File: config.mk
export PLATFORM = sky130hd
export DESIGN_NAME = sdx_cmd
export DESIGN_NICKNAME = d
export VERILOG_FILES = /design/src/rtl/sdx_pkg.sv /design/src/rtl/sdx_cmd.sv
export SDC_FILE = /design/constraint.sdc
export NUM_CORES = 1
export LEC_CHECK = 0
export BUFFER_PORTS_ARGS = -buffer_cell sky130_fd_sc_hd__buf_2
export CORE_MARGIN = 2
export CORE_UTILIZATION = 50
export DETAILED_ROUTE_END_ITERATION = 8
export PLACE_DENSITY = 0.66
export REMOVE_ABC_BUFFERS = 1
export SYNTH_ARGS = -nofsm -noshare
export SYNTH_HDL_FRONTEND = slang
export SYNTH_HIERARCHICAL = 1
export SYNTH_SLANG_ARGS = --single-unit
File: constraint.sdc
create_clock -name sys_clk -period 5.1 [get_ports sys_clk]
set_input_delay 0.765 -clock sys_clk [delete_from_list [all_inputs] [get_ports sys_clk]]
set_output_delay 0.765 -clock sys_clk [all_outputs]
set_load 0.03 [all_outputs]
File: src/rtl/sdx_pkg.sv
/*
 * Shared constants and types of the scratchpad write/verify/copy command logic.
 * Assumes a bit-slot engine that turns bus time slots into same-clock pulses.
 */
package sdx_pkg;
	// Command codes
	localparam logic [7:0] CMD_WRITE_SCRATCH = 8'h0F;
	localparam logic [7:0] CMD_READ_SCRATCH = 8'hAA;
	localparam logic [7:0] CMD_COPY_SCRATCH = 8'h99;
	// Ending offset / status field positions
	localparam int ES_PARTIAL_BIT = 5;
	localparam int ES_ZERO_BIT = 6;
	localparam int ES_ACCEPT_BIT = 7;
	localparam logic [4:0] ENDING_FULL = 5'h1F;
	// Register values after reset
	localparam logic [7:0] TA_RESET = 8'h00;
	localparam logic [4:0] ENDING_RESET = 5'h00;
	// CRC-16, x^16+x^15+x^2+1, reflected form for LSB-first shifting
	localparam logic [15:0] CRC_POLY_REFL = 16'hA001;
	localparam logic [15:0] CRC_CLEAR = 16'h0000;
	// Transmit patterns
	localparam logic [15:0] TX_ONES = 16'hFFFF;
	localparam logic [15:0] TX_ALTERNATE = 16'h5555;
	localparam int PW_BITS = 64;
	// Register pages, write protected during a mission
	localparam logic [15:0] REG_PAGE_FIRST = 16'h0200;
	localparam logic [15:0] REG_PAGE_LAST = 16'h023F;
	// Timing: 40 MHz clock, 2 us per copied byte
	localparam int CLK_PERIOD_PS = 25000;
	localparam int COPY_BYTE_PS = 2000000;
	localparam int COPY_BYTE_CYC = (COPY_BYTE_PS + CLK_PERIOD_PS - 1) / CLK_PERIOD_PS;
	// Copy FIFO shape: 16-bit address plus 8-bit data, 16 words
	localparam int FIFO_WIDTH = 24;
	localparam int FIFO_DEPTH = 16;

	typedef enum logic [3:0] {
		ST_CMD = 4'b0000,
		ST_WS_ADDR = 4'b0001,
		ST_WS_DATA = 4'b0010,
		ST_WS_CRC = 4'b0011,
		ST_RS = 4'b0100,
		ST_RS_CRC = 4'b0101,
		ST_ONES = 4'b0110,
		ST_CP_AUTH = 4'b0111,
		ST_CP_PW = 4'b1000,
		ST_COPY = 4'b1001,
		ST_ALT = 4'b1010,
		ST_SILENT = 4'b1011
	} sdx_state_t;
endpackage : sdx_pkg

File: src/rtl/sdx_cmd.sv
/*
 * Scratchpad command interpreter (write, read, copy with password) and its copy FIFO.
 * Assumes a slot engine on sys_clk giving write-slot, read-slot and bus-reset pulses,
 * sampling tx_bit on each read slot, and a memory port that may stall (mem_ready).
 */
// Overview of operation
// [RQ1] Master loads target address; device keeps it
// [RQ2] Low five status bits give ending offset
// [RQ3] Copy only runs when ending offset 1Fh
// [RQ4] Partial-byte flag at bit five
// [RQ5] Status bit six always reads zero
// [RQ6] Low address bits give scratchpad start offset
// [RQ7] Copy-accepted flag set by copy, write clears
// [RQ8] Write command 0Fh: address then data
// [RQ9] Incomplete trailing byte dropped, partial flag set
// [RQ10] Write CRC over command, address, data; inverted
// [RQ11] Read AAh sends address, status, scratchpad data
// [RQ12] Read ends with inverted CRC-16
// [RQ13] Ones after read CRC until reset
// [RQ14] Copy 99h: three-byte pattern, then password
// [RQ15] Wrong password: silent until reset
// [RQ16] Pattern match sets accepted flag, starts copy
// [RQ17] Alternating bits after copy until reset
// [RQ18] Reset ignored during copy; 2us per byte
// [RQ19] Copy start offset through ending offset
// [RQ20] Data and calibration pages always copyable
// [RQ21] Mission blocks register-page copies, flag stays zero
// [RQ22] Standard speed unless fast speed selected
// [RQ23] Mission sampling accesses take memory priority
// [RQ24] Password arrives bit 0 first
// [RQ25] CRC polynomial x16+x15+x2+1, LSB first
`timescale 1ns/10ps

module sdx_fifo #(
	parameter int WIDTH = 8,
	parameter int DEPTH = 16
) (
	input wire logic sys_clk,
	input wire logic rst,
	input wire logic ce,
	input wire logic in_valid,
	output logic in_ready,
	input wire logic [WIDTH-1:0] in_data,
	output logic out_valid,
	input wire logic out_ready,
	output logic [WIDTH-1:0] out_data
);
	localparam int AW = $clog2(DEPTH);
	logic [WIDTH-1:0] mem [DEPTH]; // Storage words
	logic [AW-1:0] wr_ptr; // Next word to fill
	logic [AW-1:0] rd_ptr; // Next word to drain
	logic [AW:0] count; // Words held, one bit wider for full
	logic push;
	logic pop;

	assign in_ready = (count != (AW+1)'(DEPTH));
	assign out_valid = (count != '0);
	assign out_data = mem[rd_ptr];
	assign push = ce && in_valid && in_ready;
	assign pop = ce && out_valid && out_ready;

	// Storage write
	always_ff @(posedge sys_clk) begin
		if (push) begin
			mem[wr_ptr] <= in_data;
		end
	end

	// Pointers and fill level
	always_ff @(posedge sys_clk) begin
		if (rst) begin
			wr_ptr <= '0;
			rd_ptr <= '0;
			count <= '0;
		end else begin
			if (push) begin
				wr_ptr <= wr_ptr + 1'b1;
			end
			if (pop) begin
				rd_ptr <= rd_ptr + 1'b1;
			end
			// Simultaneous push and pop leave the level unchanged
			if (push && !pop) begin
				count <= count + 1'b1;
			end else if (pop && !push) begin
				count <= count - 1'b1;
			end
		end
	end
endmodule : sdx_fifo

module sdx_cmd
	import sdx_pkg::*;
(
	input wire logic sys_clk,
	input wire logic rst,
	input wire logic ce,
	input wire logic slot_write,
	input wire logic slot_bit,
	input wire logic slot_read,
	input wire logic bus_reset,
	output logic tx_bit,
	output logic reset_blocked,
	input wire logic fast_speed_select,
	output logic fast_speed_active,
	input wire logic password_enable,
	input wire logic [63:0] full_password,
	input wire logic mission_active,
	input wire logic internal_busy,
	output logic mem_wr_en,
	output logic [15:0] mem_wr_addr,
	output logic [7:0] mem_wr_data,
	input wire logic mem_ready,
	output logic [7:0] target_address_low,
	output logic [7:0] target_address_high,
	output logic [7:0] ending_offset_status
);
	localparam logic [6:0] COPY_PACE = 7'(COPY_BYTE_CYC - 1);

	// One byte into the CRC, LSB first
	function automatic logic [15:0] crc16_byte(input logic [15:0] crc_in, input logic [7:0] d);
		logic [15:0] c;
		c = crc_in;
		for (int i = 0; i < 8; i++) begin
			if (c[0] ^ d[i]) begin
				c = (c >> 1) ^ CRC_POLY_REFL; // [RQ25]
			end else begin
				c = c >> 1;
			end
		end
		return c;
	endfunction : crc16_byte

	sdx_state_t state; // Command sequencer state
	logic [7:0] scratch [32]; // Scratchpad bytes
	logic [7:0] rx_sr; // Incoming bits, LSB first
	logic [2:0] rx_cnt; // Bits of the current byte
	logic [15:0] crc; // Running CRC
	logic [15:0] tx_sr; // Outgoing bits, bit 0 on the wire next
	logic [4:0] tx_left; // Bits left in the current word
	logic [4:0] ptr; // Scratchpad pointer for writes and reads
	logic [1:0] hdr; // Read preamble position, 3 = data phase
	logic [4:0] ending; // Ending offset field
	logic partial_byte_flag; // Trailing byte was incomplete
	logic copy_accepted_flag; // Last copy accepted
	logic addr_cnt; // Address byte number during a write
	logic [1:0] auth_cnt; // Authorisation byte number
	logic auth_ok; // Pattern matched so far
	logic [6:0] pw_cnt; // Password bits received
	logic [63:0] pw_sr; // Password being shifted in
	logic [4:0] cp_idx; // Next scratchpad byte to queue
	logic cp_queued; // All copy bytes queued
	logic [6:0] pace; // Cycles until the next byte may be written
	logic [7:0] rx_byte;
	logic rx_done;
	logic [4:0] rd_addr;
	logic [7:0] rd_data;
	logic [7:0] es_value;
	logic [15:0] target;
	logic reg_page;
	logic fifo_in_valid;
	logic fifo_in_ready;
	logic fifo_out_valid;
	logic fifo_out_ready;
	logic [23:0] fifo_out_data;
	logic tx_last;

	assign rx_byte = {slot_bit, rx_sr[7:1]};
	assign rx_done = ce && slot_write && (rx_cnt == 3'd7);
	assign target = {target_address_high, target_address_low};
	assign es_value = {copy_accepted_flag, 1'b0, partial_byte_flag, ending}; // [RQ2] [RQ4] [RQ5]
	assign reg_page = (target >= REG_PAGE_FIRST) && (target <= REG_PAGE_LAST);
	assign tx_last = ce && slot_read && (tx_left == 5'd1);
	// Read port serves the copy while copying, else the read stream
	assign rd_addr = (state == ST_COPY) ? cp_idx : ((hdr == 2'd3) ? ptr + 5'd1 : ptr);
	assign rd_data = scratch[rd_addr];
	assign fifo_in_valid = (state == ST_COPY) && !cp_queued;
	// Mission sampling owns the memory while busy
	assign fifo_out_ready = fifo_out_valid && (pace == '0) && !internal_busy && mem_ready; // [RQ23]

	// Copy FIFO between scratchpad and memory port
	sdx_fifo #(
		.WIDTH(FIFO_WIDTH),
		.DEPTH(FIFO_DEPTH)
	) u_fifo (
		.sys_clk(sys_clk),
		.rst(rst),
		.ce(ce),
		.in_valid(fifo_in_valid),
		.in_ready(fifo_in_ready),
		.in_data({target[15:5], cp_idx, rd_data}), // [RQ19]
		.out_valid(fifo_out_valid),
		.out_ready(fifo_out_ready),
		.out_data(fifo_out_data)
	);

	// Bit assembly; a bus reset outside a copy restarts byte framing
	always_ff @(posedge sys_clk) begin
		if (rst) begin
			rx_sr <= '0;
			rx_cnt <= '0;
		end else if (ce) begin
			if (bus_reset && state != ST_COPY) begin
				rx_cnt <= '0;
			end else if (slot_write) begin
				rx_sr <= rx_byte;
				rx_cnt <= rx_cnt + 3'd1;
			end
		end
	end

	// Scratchpad storage, whole bytes only
	always_ff @(posedge sys_clk) begin
		if (ce && rx_done && state == ST_WS_DATA) begin
			scratch[ptr] <= rx_byte; // [RQ8]
		end
	end

	// Speed follows the select; standard after reset
	always_ff @(posedge sys_clk) begin
		if (rst) begin
			fast_speed_active <= 1'b0;
		end else if (ce) begin
			fast_speed_active <= fast_speed_select; // [RQ22]
		end
	end

	// Memory write port, paced to one byte per copy time
	always_ff @(posedge sys_clk) begin
		if (rst) begin
			mem_wr_en <= 1'b0;
			mem_wr_addr <= '0;
			mem_wr_data <= '0;
			pace <= '0;
		end else if (ce) begin
			mem_wr_en <= fifo_out_ready;
			if (fifo_out_ready) begin
				mem_wr_addr <= fifo_out_data[23:8];
				mem_wr_data <= fifo_out_data[7:0];
				pace <= COPY_PACE; // [RQ18]
			end else if (pace != '0) begin
				pace <= pace - 7'd1;
			end
		end
	end

	// Command sequencer with address, status, CRC and transmit registers
	always_ff @(posedge sys_clk) begin
		if (rst) begin
			state <= ST_CMD;
			target_address_low <= TA_RESET;
			target_address_high <= TA_RESET;
			ending <= ENDING_RESET;
			partial_byte_flag <= 1'b0;
			copy_accepted_flag <= 1'b0;
			crc <= CRC_CLEAR;
			tx_sr <= TX_ONES;
			tx_left <= '0;
			ptr <= '0;
			hdr <= '0;
			addr_cnt <= 1'b0;
			auth_cnt <= '0;
			auth_ok <= 1'b0;
			pw_cnt <= '0;
			pw_sr <= '0;
			cp_idx <= '0;
			cp_queued <= 1'b0;
		end else if (ce) begin
			if (bus_reset && state != ST_COPY) begin
				// Reset pulse ends any command except a running copy
				if (state == ST_WS_DATA && rx_cnt != 3'd0) begin
					partial_byte_flag <= 1'b1; // [RQ9] [RQ4]
				end
				state <= ST_CMD;
				tx_sr <= TX_ONES;
			end else begin
				unique case (state)
					ST_CMD: begin
						if (rx_done) begin
							crc <= crc16_byte(CRC_CLEAR, rx_byte); // [RQ10]
							if (rx_byte == CMD_WRITE_SCRATCH) begin
								state <= ST_WS_ADDR;
								addr_cnt <= 1'b0;
								copy_accepted_flag <= 1'b0; // [RQ7]
								partial_byte_flag <= 1'b0;
							end else if (rx_byte == CMD_READ_SCRATCH) begin
								// Preamble starts with the low address byte
								state <= ST_RS;
								hdr <= 2'd0;
								ptr <= target_address_low[4:0]; // [RQ6]
								tx_sr <= {8'hFF, target_address_low}; // [RQ11]
								tx_left <= 5'd8;
								crc <= crc16_byte(crc16_byte(CRC_CLEAR, rx_byte),
									target_address_low);
							end else if (rx_byte == CMD_COPY_SCRATCH) begin
								state <= ST_CP_AUTH;
								auth_cnt <= '0;
								auth_ok <= 1'b1;
							end else begin
								// Other commands belong to other blocks
								state <= ST_SILENT;
							end
						end
					end
					ST_WS_ADDR: begin
						if (rx_done) begin
							crc <= crc16_byte(crc, rx_byte); // [RQ10]
							if (!addr_cnt) begin
								target_address_low <= rx_byte; // [RQ1]
								addr_cnt <= 1'b1;
							end else begin
								target_address_high <= rx_byte; // [RQ1]
								ptr <= target_address_low[4:0]; // [RQ6]
								ending <= target_address_low[4:0];
								state <= ST_WS_DATA;
							end
						end
					end
					ST_WS_DATA: begin
						if (rx_done) begin
							crc <= crc16_byte(crc, rx_byte); // [RQ10]
							ending <= ptr; // [RQ2]
							ptr <= ptr + 5'd1;
							if (ptr == ENDING_FULL) begin
								// Scratchpad full: offer the inverted CRC
								tx_sr <= ~crc16_byte(crc, rx_byte); // [RQ10]
								tx_left <= 5'd16;
								state <= ST_WS_CRC;
							end
						end
					end
					ST_WS_CRC, ST_RS_CRC: begin
						if (ce && slot_read) begin
							tx_sr <= {1'b1, tx_sr[15:1]};
							tx_left <= tx_left - 5'd1;
							if (tx_last) begin
								tx_sr <= TX_ONES; // [RQ13]
								state <= ST_ONES;
							end
						end
					end
					ST_RS: begin
						if (ce && slot_read) begin
							tx_sr <= {1'b1, tx_sr[15:1]};
							tx_left <= tx_left - 5'd1;
							if (tx_last) begin
								tx_left <= 5'd8;
								if (hdr == 2'd0) begin
									tx_sr <= {8'hFF, target_address_high};
									crc <= crc16_byte(crc, target_address_high);
									hdr <= 2'd1;
								end else if (hdr == 2'd1) begin
									tx_sr <= {8'hFF, es_value};
									crc <= crc16_byte(crc, es_value);
									hdr <= 2'd2;
								end else if (hdr == 2'd2) begin
									tx_sr <= {8'hFF, rd_data};
									crc <= crc16_byte(crc, rd_data);
									hdr <= 2'd3;
								end else if (ptr == ENDING_FULL) begin
									tx_sr <= ~crc; // [RQ12]
									tx_left <= 5'd16;
									state <= ST_RS_CRC;
								end else begin
									tx_sr <= {8'hFF, rd_data};
									crc <= crc16_byte(crc, rd_data);
									ptr <= ptr + 5'd1;
								end
							end
						end
					end
					ST_CP_AUTH: begin
						if (rx_done) begin
							// Pattern must equal low, high, status in order
							if ((auth_cnt == 2'd0 && rx_byte != target_address_low) ||
								(auth_cnt == 2'd1 && rx_byte != target_address_high) ||
								(auth_cnt == 2'd2 && rx_byte != es_value)) begin
								auth_ok <= 1'b0; // [RQ14]
							end
							auth_cnt <= auth_cnt + 2'd1;
							if (auth_cnt == 2'd2) begin
								pw_cnt <= '0;
								state <= ST_CP_PW;
							end
						end
					end
					ST_CP_PW: begin
						if (ce && slot_write) begin
							// Bit 0 arrives first and ends up at the bottom
							pw_sr <= {slot_bit, pw_sr[63:1]}; // [RQ24]
							pw_cnt <= pw_cnt + 7'd1;
							if (pw_cnt == 7'(PW_BITS - 1)) begin
								if (password_enable && {slot_bit, pw_sr[63:1]} != full_password) begin
									state <= ST_SILENT; // [RQ15]
								end else if (auth_ok && ending == ENDING_FULL && // [RQ3]
									!(mission_active && reg_page)) begin // [RQ20] [RQ21]
									copy_accepted_flag <= 1'b1; // [RQ16] [RQ7]
									cp_idx <= target_address_low[4:0]; // [RQ19]
									cp_queued <= 1'b0;
									state <= ST_COPY;
								end else begin
									state <= ST_SILENT;
								end
							end
						end
					end
					ST_COPY: begin
						if (fifo_in_valid && fifo_in_ready) begin
							cp_idx <= cp_idx + 5'd1;
							if (cp_idx == ending) begin
								cp_queued <= 1'b1; // [RQ19]
							end
						end
						// Done once the last byte has had its full write time
						if (cp_queued && !fifo_out_valid && pace == '0 && !mem_wr_en) begin
							tx_sr <= TX_ALTERNATE; // [RQ17]
							state <= ST_ALT;
						end
					end
					ST_ALT: begin
						if (ce && slot_read) begin
							tx_sr <= {tx_sr[0], tx_sr[15:1]}; // [RQ17]
						end
					end
					ST_ONES, ST_SILENT: begin
						tx_sr <= TX_ONES; // [RQ13] [RQ15]
					end
					default: begin
						state <= ST_SILENT;
					end
				endcase
			end
		end
	end

	// Transmit bit and visible status, all from flip-flops
	always_ff @(posedge sys_clk) begin
		if (rst) begin
			tx_bit <= 1'b1;
			reset_blocked <= 1'b0;
			ending_offset_status <= '0;
		end else if (ce) begin
			tx_bit <= tx_sr[0];
			reset_blocked <= (state == ST_COPY); // [RQ18]
			ending_offset_status <= es_value; // [RQ5]
		end
	end
endmodule : sdx_cmd

==> flow_summary.yaml <==
run_status:
  status: "complete, no violations"
global_route:
  grt_max_degree: 97
  grt_overflow: 0
  grt.total_usage_pct: 27.0
  grt_antenna_before_repair: 1
  grt_pass1_wl_um: 159000
  grt_pass1_vias: 25210
yosys:
  synth_area_leader_cell: "edfxtp_1"
  ys_seq_area_share_pct: 62.3
  avgSynthCellArea_um2: 13.0
  yosysUniqueCellTypes: 86
  synth_top_area_share_pct: 50.7
  syn_area_um2: 37900
  ys.flop_type: "edfxtp_1"
  synth_area_leaders: "edfxtp_1, dfxtp_1, mux4_2"
  synth_warnings: 6
  ys_seq_elements: 860
  synthCells: 2915
  synthArstFlopShare_pct: 0
  synth_edf_count: 640
clock_network:
  clock_path_buffers: 3
  clkSlewWorstSetupHoldPaths_ps: 60
  cts_root_buffer: "clkbuf_16"
  htree_levels: 3
  post-cts-setup-buffers: 0
  hold_buffers: 0
  cts_made_buffers: 88
  clk_latency_ps: 670
  cts_tree: "done"
  cts_sinks: 860
power:
  p_sw_w: 0.00311
  ir_worst_vdd_uv: 318
  switching_share_pct: 21.1
  leakage_nw: 14.4
  p_seq_share_pct: 51.0
  p_int_w: 0.0116
  power_density_nw_per_um2: 344
  clkPwrFrac_pct: 45.3
  power_frac_comb_pct: 3.7
hold_path:
  min-delay-start: "fast_speed_select"
  hold_end: "fast_speed_active$_SDFFE_PP0P_"
  min_path_cells: 3
  hold_path_class: "input pin to flip-flop"
sta:
  hold_viol: 0
  finClkSkew_ps: 35.2
  rsz0062_at_grt: "no"
  finalCritPeriodShare_pct: 96.5
  worst_pin_slew_ps: 1220
  period_needed_ps: 4920
  setup_violations: 0
  setup_ws_ps: 176
  slew_headroom_pct: 17.9
  fmax_ghz: 0.203
  drv_slew: 0
routing:
  drt_iter0_markers: 3093
  antenna_left: 0
  routedWlPerCell_um: 25.7
  drc: 0
  wirelength_um: 105000
  vias: 25278
  dr.pass1.iters: 6
  vias_per_cell: 6.18
final_layout:
  areaGrowthSynthToFinish_pct: 13.0
  drive_above_1_share_pct: 17.3
  fin_nets: 3164
  design_area_um2: 42900
  diodes: 0
  fill_cells: 5989
placed_design:
  place_area_um2: 39800
  numPortBuffers: 126
  place_ws_ps: 259
  place_congestion: 0.947
  dp_hpwl_um: 67700
die:
  die_area_um2: 78100
  pin_count: 128
  fp.dieH_um: 279
  num_rows: 100
  core_area_um2: 74800
  initial_utilization_pct: 50.7
  fp.dieW_um: 279
worst_setup_path:
  critPathMaxStageDelay_ps: 600
  path_max_fanout: 26
  r2r_cells: 14
  cp_common_cell: "xnor3_1"
  cp-end-kind: "flip-flop"
  criticalPathCategory: "flip-flop to flip-flop"
  worstPathCellList: "ha_1 -> a21boi_0 -> nor3_2 -> nor2_2 -> buf_12 -> mux4_1 -> a22oi_1 -> a31oi_1 -> a31oi_2 -> xnor2_1 -> xnor3_1 -> xnor3_1 -> o21ai_0 -> nand3_1"
  r2r_start: "hdr[1]$_SDFFE_PP0P_"
  crit_slowest_cell: "dfxtp_1"
  critPathArrivalTime_ps: 5460
  worstPathRequired_ps: 5640
  start_kind: "flip-flop"
  critPathBufInv: 1
  crit_family: "compound AO/OA/AOI/OAI gates"
  reg2reg_to: "crc[0]$_SDFFE_PP0P_"
  rrSetupSlack_ps: 180
run:
  maxCapViolCount: 0
[layer usage]
layer / routed length [um] / vias to the layer above / GRT usage, %
met5: 0 / - / 0
met4: 3630 / 0 / 9.63
met3: 7770 / 216 / 4.09
met2: 49700 / 1174 / 43.3
met1: 44100 / 12732 / 37.9
li1: - / 11156 / -
[cell usage after synthesis, drive strengths merged (5+ instances only)]
| library cell | count |
|---|---|
| clkbuf | 140 |
| a2111oi | 15 |
| o21ai | 83 |
| and2 | 18 |
| o221ai | 5 |
| o22ai | 8 |
| ha | 43 |
| a21oi | 203 |
| dfxtp | 220 |
| nand3b | 10 |
| buf | 48 |
| inv | 48 |
| xor2 | 43 |
| xnor2 | 171 |
| a211oi | 20 |
| edfxtp | 640 |
| nor3b | 5 |
| nand4 | 39 |
| o2111ai | 5 |
| o21a | 7 |
| nand3 | 53 |
| a311oi | 14 |
| nor2 | 191 |
| a31oi | 17 |
| mux2i | 65 |
| nor3 | 46 |
| o211ai | 21 |
| a32oi | 10 |
| a21boi | 10 |
| and3 | 12 |
| or3 | 7 |
| nand2 | 392 |
| a221oi | 8 |
| nor4 | 14 |
| mux2 | 6 |
| nor2b | 8 |
| a22oi | 61 |
| a211o | 5 |
| mux4 | 132 |
| nand2b | 18 |
[through the flow]
stage	cells	setup TNS (ps)	hold WS [ps]	power [W]	util, %
global placement	3923	0	440	0.00818	53.2
detailed placement	3923	0	449	0.00819	53.2
global route	4088	0	424	0.0152	57.3
finish	4088	0	393	0.0147	57.3
floorplan	2727	-1900	443	0.00798	-
CTS	4088	0	371	0.0148	57.3
[worst min-delay path, cell delays in order]
cell,delay (ps)
buf_2,80
mux2i_1,70
nor2_1,80
[cell families (layout without fill, tap and decap cells)]
group | Yosys count | count (layout) | synth area share (%)
AO/OA/AOI/OAI | 522 | 522 | 8.81
XOR/XNOR | 217 | 217 | 5.12
adder cells (fa/ha/maj) | 45 | 45 | 1.50
buffers and inverters | 238 | 442 | 2.74
flip-flops | 860 | 860 | 62.3
multiplexers | 203 | 203 | 9.79
other | 1 | 1 | 0.00989
AND/OR/NAND/NOR | 829 | 829 | 9.74
[cell usage in the layout, fill, tap and decap left out, types with 39 or more instances in the layout]
cell type | netlist | final
o21ai_0 | 82 | 81
nand2_1 | 392 | 391
a22oi_1 | 61 | 61
nor2_1 | 191 | 184
clkbuf_16 | 0 | 90
ha_1 | 43 | 43
nor3_1 | 43 | 42
mux2i_1 | 63 | 63
xnor2_1 | 171 | 171
nand4_1 | 39 | 39
a21oi_1 | 202 | 202
dfxtp_1 | 220 | 218
inv_1 | 48 | 48
mux4_2 | 130 | 130
xor2_1 | 43 | 43
nand3_1 | 53 | 53
buf_4 | 3 | 97
edfxtp_1 | 640 | 640
buf_2 | 24 | 125
[registers in the layout, indices dropped and copies added, names as in the netlist, 16 cells and up, named ones only]
name / count
tx_sr: 16
u_fifo/mem: 384
pw_sr: 63
scratch: 256
mem_wr_addr: 16
crc: 16
[power groups by stage]
stage | Sequential (W) | Clock, W | Combinational [W]
global placement | 0.00766 | 0 | 0.000519
floorplan | 0.00766 | 0 | 0.000320
global route | 0.00751 | 0.00706 | 0.000590
detailed placement | 0.00766 | 0 | 0.000533
CTS | 0.00751 | 0.00679 | 0.000535
finish | 0.00751 | 0.00668 | 0.000542
[repair_timing]
| item | 4_1_cts | 5_1_grt |
|---|---|---|
| resized for setup | 0 | 1 |
| endpoints found under the setup margin | 0 | 1 |
| endpoints found under the hold margin | 0 | 0 |
[worst max-delay path by stage]
stage / startpoint / end / slack [ps] / cells past startpoint
5_1_grt: hdr[1]$_SDFFE_PP0P_ / crc[0]$_SDFFE_PP0P_ / 20 / 14
3_3_place_gp: hdr[1]$_SDFFE_PP0P_ / crc[0]$_SDFFE_PP0P_ / 360 / 14
2_1_floorplan: state[3]$_SDFFE_PP0P_ / crc[15]$_SDFFE_PP0P_ / -230 / 10
3_5_place_dp: hdr[1]$_SDFFE_PP0P_ / crc[0]$_SDFFE_PP0P_ / 260 / 14
4_1_cts: hdr[1]$_SDFFE_PP0P_ / crc[0]$_SDFFE_PP0P_ / 270 / 14
6_report: hdr[1]$_SDFFE_PP0P_ / crc[0]$_SDFFE_PP0P_ / 180 / 14
[layout make-up]
class / count / area [um^2] / share of cell area, %
flip-flops and latches: 860 / 23600 / 55.1
multi-input cells: 1817 / 13300 / 31.1
clock buffers: 117 / 2470 / 5.77
repair buffers: 227 / 1450 / 3.37
well taps: 969 / 1210 / 2.83
clock inverters: 48 / 586 / 1.37
inverters: 50 / 188 / 0.438
Power figures use the tool's default switching activity.
